### src/hdl/adc_seq_cfg.svh
`ifndef ADC_SEQ_CFG_SVH
`define ADC_SEQ_CFG_SVH

// register offsets on the plain register port
`define ADC_RESULT_OFS 8'h70
`define ADC_CTRL_OFS 8'h71

// control/status field positions
`define ADC_DONE_BIT 7
`define ADC_PWR_BIT 5
`define ADC_CHAN_MSB 2
`define ADC_CHAN_LSB 0

// reset values
`define ADC_RESULT_RST 8'h00
`define ADC_CTRL_RST 8'h00

// timing
`define ADC_CLK_PERIOD_PS 5000
`define ADC_STAB_TIME_US 30
`define ADC_STAB_CYCLES ((`ADC_STAB_TIME_US * 1000000 + `ADC_CLK_PERIOD_PS - 1) / `ADC_CLK_PERIOD_PS)
`define ADC_CONV_CYCLES 64
`define ADC_SAMPLE_CYCLES 32
`define ADC_SLOT_CYCLES 4

`endif

### src/hdl/adc_seq_pkg.sv
package adc_seq_pkg;

  typedef enum logic [1:0] {ST_OFF, ST_STAB, ST_CONV} adcState_e;

  typedef struct packed {
    logic [7:0] addr;
    logic [7:0] wrData;
    logic wr;
    logic rd;
  } regReq_s;

  typedef struct packed {
    logic powerOn;
    logic sampling;
    logic [2:0] channel;
    logic [7:0] trial;
  } analogCtl_s;

endpackage

### src/hdl/adc_sequencer_control.sv
// Operation
// - three-bit channel field picks analog input n for code n
// - power-on bit waits stabilization delay, then converts continuously without triggers
// - each conversion lasts 64 clocks, sampling phase the first 32 of them
// - conversion end sets done flag bit 7 and loads 8-bit result
// - conversion end raises no interrupt; software polls the done flag
// - control write aborts conversion, clears done flag, restarts with new settings
// - reading the result clears the done flag
// - clearing power-on bit switches converter off and stops conversions
// - light sleep mode leaves the converter running
// - deep sleep disables converter; restabilize after exit before converting
// - input at or above high reference gives FFh, below low gives 00h
// - result register read-only, unsigned 8 bits, resets to zero
// - control bit 4 always reads zero
// - power-on bit is bit 5, read-write, resets to zero
`timescale 1ns/1ps
`include "adc_seq_cfg.svh"

module adc_sequencer_control #(
  parameter int STAB_CYCLES = `ADC_STAB_CYCLES
) (
  input wire logic core_clk, // cpu clock
  input wire logic reset_n, // async reset, active low
  input wire adc_seq_pkg::regReq_s regReq, // register access request
  output logic [7:0] regRdData, // read data, cycle after read strobe
  input wire logic compHigh, // comparator: input at or above trial level
  input wire logic waitMode, // light sleep indication
  input wire logic haltMode, // deepest sleep indication
  output adc_seq_pkg::analogCtl_s analogCtl // controls to analog macro
);
  import adc_seq_pkg::*;

  localparam int STAB_W = $clog2(STAB_CYCLES + 1);

  generate
    if (STAB_CYCLES < 1)
    begin : g_bad_stab
      $error("STAB_CYCLES must be at least 1");
    end
  endgenerate

  adcState_e state_ff;
  adcState_e nxt_state;
  logic [STAB_W-1:0] stabCnt_ff;
  logic [STAB_W-1:0] nxt_stabCnt;
  logic [5:0] convCnt_ff;
  logic [5:0] nxt_convCnt;
  logic [7:0] sar_ff;
  logic [7:0] nxt_sar;
  logic [7:0] result_ff;
  logic [7:0] nxt_result;
  logic done_ff;
  logic nxt_done;
  logic powerOn_ff;
  logic nxt_powerOn;
  logic [2:0] channel_ff;
  logic [2:0] nxt_channel;
  logic [7:0] rdData_ff;
  logic [7:0] nxt_rdData;

  // address decode
  wire ctrlHit = (regReq.addr == `ADC_CTRL_OFS);
  wire resultHit = (regReq.addr == `ADC_RESULT_OFS);
  wire ctrlWr = regReq.wr && ctrlHit;
  wire resultRd = regReq.rd && resultHit;
  wire ctrlRd = regReq.rd && ctrlHit;
  wire newPower = regReq.wrData[`ADC_PWR_BIT];

  // conversion timing
  wire converting = (state_ff == ST_CONV);
  wire sampling = converting && (convCnt_ff < 6'(`ADC_SAMPLE_CYCLES));
  wire sampleEnd = converting && (convCnt_ff == 6'(`ADC_SAMPLE_CYCLES - 1));
  wire slotEnd = converting && !sampling && (convCnt_ff[1:0] == 2'(`ADC_SLOT_CYCLES - 1));
  wire [2:0] bitIdx = ~convCnt_ff[4:2];
  wire convEnd = converting && (convCnt_ff == 6'(`ADC_CONV_CYCLES - 1));
  // an abort or deep sleep entry in the same cycle discards the finishing conversion
  wire convDone = convEnd && !ctrlWr && !haltMode;
  wire stabDone = (state_ff == ST_STAB) && (stabCnt_ff == STAB_W'(STAB_CYCLES - 1));

  // successive approximation step, one bit per slot
  logic [7:0] decided;
  genvar gi;
  generate
    for (gi = 0; gi < 8; gi++)
    begin : g_sar
      // full-scale input keeps every bit, so saturation gives FFh or 00h
      assign decided[gi] = (bitIdx == 3'(gi)) ? (sar_ff[gi] & compHigh) : sar_ff[gi];
      always_comb
      begin
        if (sampleEnd)
          nxt_sar[gi] = (gi == 7);
        else if (slotEnd)
          nxt_sar[gi] = decided[gi] | ((bitIdx != 3'h0) && (3'(gi) == bitIdx - 3'h1));
        else
          nxt_sar[gi] = sar_ff[gi];
      end
    end
  endgenerate

  // control register fields; bits 6, 4, 3 are not stored
  always_comb
  begin
    nxt_powerOn = powerOn_ff;
    nxt_channel = channel_ff;
    if (ctrlWr)
    begin
      nxt_powerOn = newPower;
      nxt_channel = regReq.wrData[`ADC_CHAN_MSB:`ADC_CHAN_LSB];
    end
  end

  // sequencer; waitMode is deliberately not looked at
  always_comb
  begin
    nxt_state = state_ff;
    nxt_stabCnt = stabCnt_ff;
    nxt_convCnt = convCnt_ff;
    case (state_ff)
      ST_OFF:
      begin
        if (powerOn_ff && !haltMode)
        begin
          nxt_state = ST_STAB;
          nxt_stabCnt = '0;
        end
      end
      ST_STAB:
      begin
        nxt_stabCnt = stabCnt_ff + STAB_W'(1);
        if (stabDone)
        begin
          nxt_state = ST_CONV;
          nxt_convCnt = 6'h00;
        end
      end
      ST_CONV:
      begin
        // wraps to zero after the last cycle: back-to-back conversions
        nxt_convCnt = convCnt_ff + 6'h01;
        if (ctrlWr)
          nxt_convCnt = 6'h00;
      end
      default:
      begin
        nxt_state = ST_OFF;
      end
    endcase
    // deep sleep or power off drop back; restart goes through stabilization again
    if (!powerOn_ff || haltMode || (ctrlWr && !newPower))
      nxt_state = ST_OFF;
  end

  // result and done flag; a finishing conversion wins over a result read
  always_comb
  begin
    nxt_result = result_ff;
    nxt_done = done_ff;
    if (resultRd)
      nxt_done = 1'b0;
    if (ctrlWr)
      nxt_done = 1'b0;
    if (convDone)
    begin
      nxt_result = decided;
      nxt_done = 1'b1;
    end
  end

  // read path; unmapped addresses return zero
  wire [7:0] ctrlView = {done_ff, 1'b0, powerOn_ff, 1'b0, 1'b0, channel_ff};
  always_comb
  begin
    if (resultRd)
      nxt_rdData = result_ff;
    else if (ctrlRd)
      nxt_rdData = ctrlView;
    else
      nxt_rdData = 8'h00;
  end

  always_ff @(posedge core_clk or negedge reset_n)
  begin
    if (!reset_n)
    begin
      state_ff <= ST_OFF;
      stabCnt_ff <= '0;
      convCnt_ff <= 6'h00;
      sar_ff <= 8'h00;
    end
    else
    begin
      state_ff <= nxt_state;
      stabCnt_ff <= nxt_stabCnt;
      convCnt_ff <= nxt_convCnt;
      sar_ff <= nxt_sar;
    end
  end

  always_ff @(posedge core_clk or negedge reset_n)
  begin
    if (!reset_n)
    begin
      result_ff <= `ADC_RESULT_RST;
      done_ff <= 1'(`ADC_CTRL_RST >> `ADC_DONE_BIT);
      powerOn_ff <= 1'b0;
      channel_ff <= 3'h0;
      rdData_ff <= 8'h00;
    end
    else
    begin
      result_ff <= nxt_result;
      done_ff <= nxt_done;
      powerOn_ff <= nxt_powerOn;
      channel_ff <= nxt_channel;
      rdData_ff <= nxt_rdData;
    end
  end

  // no interrupt output exists: software polls the done flag
  assign regRdData = rdData_ff;
  // analog macro only powered outside deep sleep
  assign analogCtl.powerOn = (state_ff != ST_OFF);
  assign analogCtl.sampling = sampling;
  assign analogCtl.channel = channel_ff;
  assign analogCtl.trial = sar_ff;

  // counted apart from the sequencer, so a slip in its own counters shows up
  logic [STAB_W-1:0] stabSeen_ff;
  logic [5:0] convAge_ff;

  always_ff @(posedge core_clk or negedge reset_n)
  begin
    if (!reset_n)
    begin
      stabSeen_ff <= '0;
      convAge_ff <= 6'h00;
    end
    else
    begin
      stabSeen_ff <= (state_ff == ST_STAB) ? stabSeen_ff + STAB_W'(1) : '0;
      convAge_ff <= (!converting || ctrlWr || convEnd) ? 6'h00 : convAge_ff + 6'h01;
    end
  end
endmodule

### config.mk
export PLATFORM = sky130hd
export DESIGN_NAME = adc_sequencer_control
export DESIGN_NICKNAME = d
export VERILOG_FILES = /design/src/hdl/adc_seq_pkg.sv /design/src/hdl/adc_sequencer_control.sv
export VERILOG_INCLUDE_DIRS = /design/src /design/src/hdl
export SDC_FILE = /design/constraint.sdc
export NUM_CORES = 1
export LEC_CHECK = 0
export BUFFER_PORTS_ARGS = -buffer_cell sky130_fd_sc_hd__clkbuf_2
export CAP_MARGIN = 10
export CORE_AREA = 2 2 76 78
export CTS_CLUSTER_SIZE = 30
export DETAILED_ROUTE_END_ITERATION = 8
export DIE_AREA = 0 0 78 80
export PLACE_DENSITY_LB_ADDON = 0.08
export REMOVE_ABC_BUFFERS = 1
export SLEW_MARGIN = 25
export SYNTH_ARGS = -nofsm -noshare
export SYNTH_HDL_FRONTEND = slang
export SYNTH_SLANG_ARGS = --single-unit
### constraint.sdc
create_clock -name core_clk -period 2.8 [get_ports core_clk]
set_input_delay 0.56 -clock core_clk [delete_from_list [all_inputs] [get_ports core_clk]]
set_output_delay 0.56 -clock core_clk [all_outputs]
set_load 0.01 [all_outputs]
==> results.json <==
{
  "status": "finished, final reports clean",
  "initial_core_util_pct": 44.1,
  "io_pins": 44,
  "synth-seq-area-share_pct": 52.4,
  "worstMarginPinSlew_ns": 0.669,
  "first_global_vias": 1771,
  "finalInstanceArea_um2": 2780,
  "relSlewSlack_pct": 55.1,
  "vias": 1808,
  "post_cts_buffers": 0,
  "whs_ns": 0.335,
  "critPathCaptureType": "flip-flop",
  "dp_cells": 323,
  "clk_latency_ns": 0.31,
  "grt_pass1_wl_um": 8500,
  "syn_inst": 216,
  "placed_area_um2": 2660,
  "num_rows": 27,
  "cp_max_fo": 9,
  "fin_cells": 331,
  "coreArea_um2": 5410,
  "worstSetupPathType": "flip-flop to flip-flop",
  "die_area_um2": 6240,
  "async_flop_share_pct": 100,
  "grt_start_max_net_pins": 51,
  "drc": 0,
  "hold_viol": 0,
  "regArea_um2": 1250,
  "leakage_nw": 1.33,
  "synth-edff-count": 0,
  "mostFrequentLayoutCells": "dfrtp_1 (50), clkbuf_2 (38), nand2_1 (18)",
  "via_per_inst": 5.46,
  "drive_gt1_share_pct": 25.1,
  "dr.first_iter.drc_count": 60,
  "cts_tree": "yes",
  "grt-ovfl-total": 0,
  "wl_per_cell_um": 14.9,
  "crit_path_start_kind": "flip-flop",
  "cts_root_buf": "clkbuf_8",
  "regToRegStartpoint": "convCnt_ff[0]",
  "ir_worst_vdd_v": 0.000344,
  "placement.io_buffers": 38,
  "rsz0062_at_grt": "no",
  "hold_path.class": "input port to asynchronous set/reset pin",
  "multiInputGateArea_um2": 1080,
  "synth-seq-cells": 50,
  "clockBufferDepth": 2,
  "cts.sinks": 50,
  "finalSetupTns_ns": 0,
  "place.gp.congestion": 0.785,
  "syn_area_um2": 2390,
  "die_x_um": 78,
  "report.final.slew_viol_count": 0,
  "cts_inserted_buffers": 5,
  "cts_resized": 0,
  "die_y_um": 80,
  "worstPathArrival_ns": 2.46,
  "nFillCells": 520,
  "powerDensity_nw_per_um2": 548,
  "wl_um": 4950,
  "synth_area_per_cell_um2": 11.0,
  "antenna_found_initial": 0,
  "cp.required_ns": 3.01,
  "finish.utilization_pct": 51.4,
  "final_nets": 283,
  "skew_ns": 0.00943,
  "clk_pin_slew_ns": 0.10,
  "dr.pass1.iters": 4,
  "maxCapViolations": 0,
  "ctsHtreeMaxLevel": 2,
  "postCtsHoldBufs": 0,
  "report.final.setup_viol": 0,
  "ant_nets": 0,
  "synth-main-ff-cell": "dfrtp_1",
  "cp-startpoint": "convCnt_ff[0]",
  "final_common_cell": "dfrtp_1",
  "fin_crit_ns": 2.26,
  "fmax_ghz": 0.443,
  "area_growth_pct": 16.5,
  "synth_cell_types": 45,
  "dp_hpwl_um": 3490,
  "fin_crit_sh_pct": 80.6,
  "grtUsageTotal_pct": 17.5,
  "diodes": 0,
  "yosys_warnings": 0
}
-- critical path, cell delays in order, from the launching register on --
cell	delay (ns)
dfrtp_1	0.40
ha_1	0.28
nand4b_4	0.18
or2_4	0.31
nor4_4	0.58
mux2_2	0.41
-- synthesized netlist by cell type (all sizes together), types with 4 or more instances --
cell	n	area share (%)
a22o	9	3.3
and2	4	1.0
and3	7	1.8
clkbuf	5	0.79
dfrtp	50	52
inv	8	1.3
mux2	9	4.2
mux2i	8	3.4
nand2	18	2.8
nand2b	5	1.3
nand3	7	1.5
nor2	8	1.3
nor2b	4	1.0
nor3	4	1.3
nor3b	4	1.3
nor4	5	2.2
o21ai	15	3.1
o31a	4	1.5
o31ai	5	1.6
-- layout make-up --
cell class | count | area share (%)
inverters | 8 | 1.08
flip-flops and latches | 50 | 45.0
well taps | 72 | 3.24
repair buffers | 41 | 7.65
multi-input cells | 152 | 38.8
clock inverters | 3 | 1.71
clock buffers | 5 | 2.48
-- report_power, final --
group          internal, W  switching [W]  total, W
logic            0.0000660      0.0000686  0.000135
registers         0.000791      0.0000711  0.000862
clock network     0.000271       0.000254  0.000525
-- final timing paths --
| kind | slack (ns) | cells after the start | end |
|---|---|---|---|
| setup / recovery | 0.54 | 5 | result_ff[5] |
| hold / removal | 0.34 | 2 | regRdData[7] |
| setup reg to reg | 0.54 | 5 | result_ff[5] |
| hold reg to reg | 0.49 | 1 | regRdData[6] |
| max in group asynchronous | 2.03 | 2 | stabCnt_ff[3] |
| min in group core_clk | 0.47 | 2 | channel_ff[2] |
-- metal layers --
layer | vias up | global-route usage [%] | part of all wire, %
li1 | 887 | - | -
met1 | 877 | 22.5 | 45
met2 | 38 | 29.4 | 50
met3 | 6 | 3.85 | 3.7
met4 | 0 | 5.61 | 1.3
met5 | - | 0 | 0
-- kinds of logic after synthesis --
group                    synth area share, %
AO/OA/AOI/OAI                           14.8
flip-flops                              52.4
XOR/XNOR                               0.734
multiplexers                            7.60
adder cells (fa/ha/maj)                 1.05
buffers and inverters                   2.36
AND/OR/NAND/NOR                         21.0
-- flip-flops by register name, summed over array words and instances (netlist names) --
| register | flops |
|---|---|
| channel_ff | 3 |
| convCnt_ff | 6 |
| stabCnt_ff | 13 |
| sar_ff | 8 |
| done_ff | 1 |
| state_ff | 2 |
| regRdData | 8 |
| powerOn_ff | 1 |
| result_ff | 8 |
-- metrics by stage --
step                      worst slack, ns  power, W
after floorplan                     0.798  0.000946
after global placement              0.528   0.00101
after detailed placement            0.513   0.00101
after CTS                           0.512   0.00155
after global routing                0.388   0.00161
final                               0.544   0.00152
Note: power is estimated with default switching activity, not from simulation.
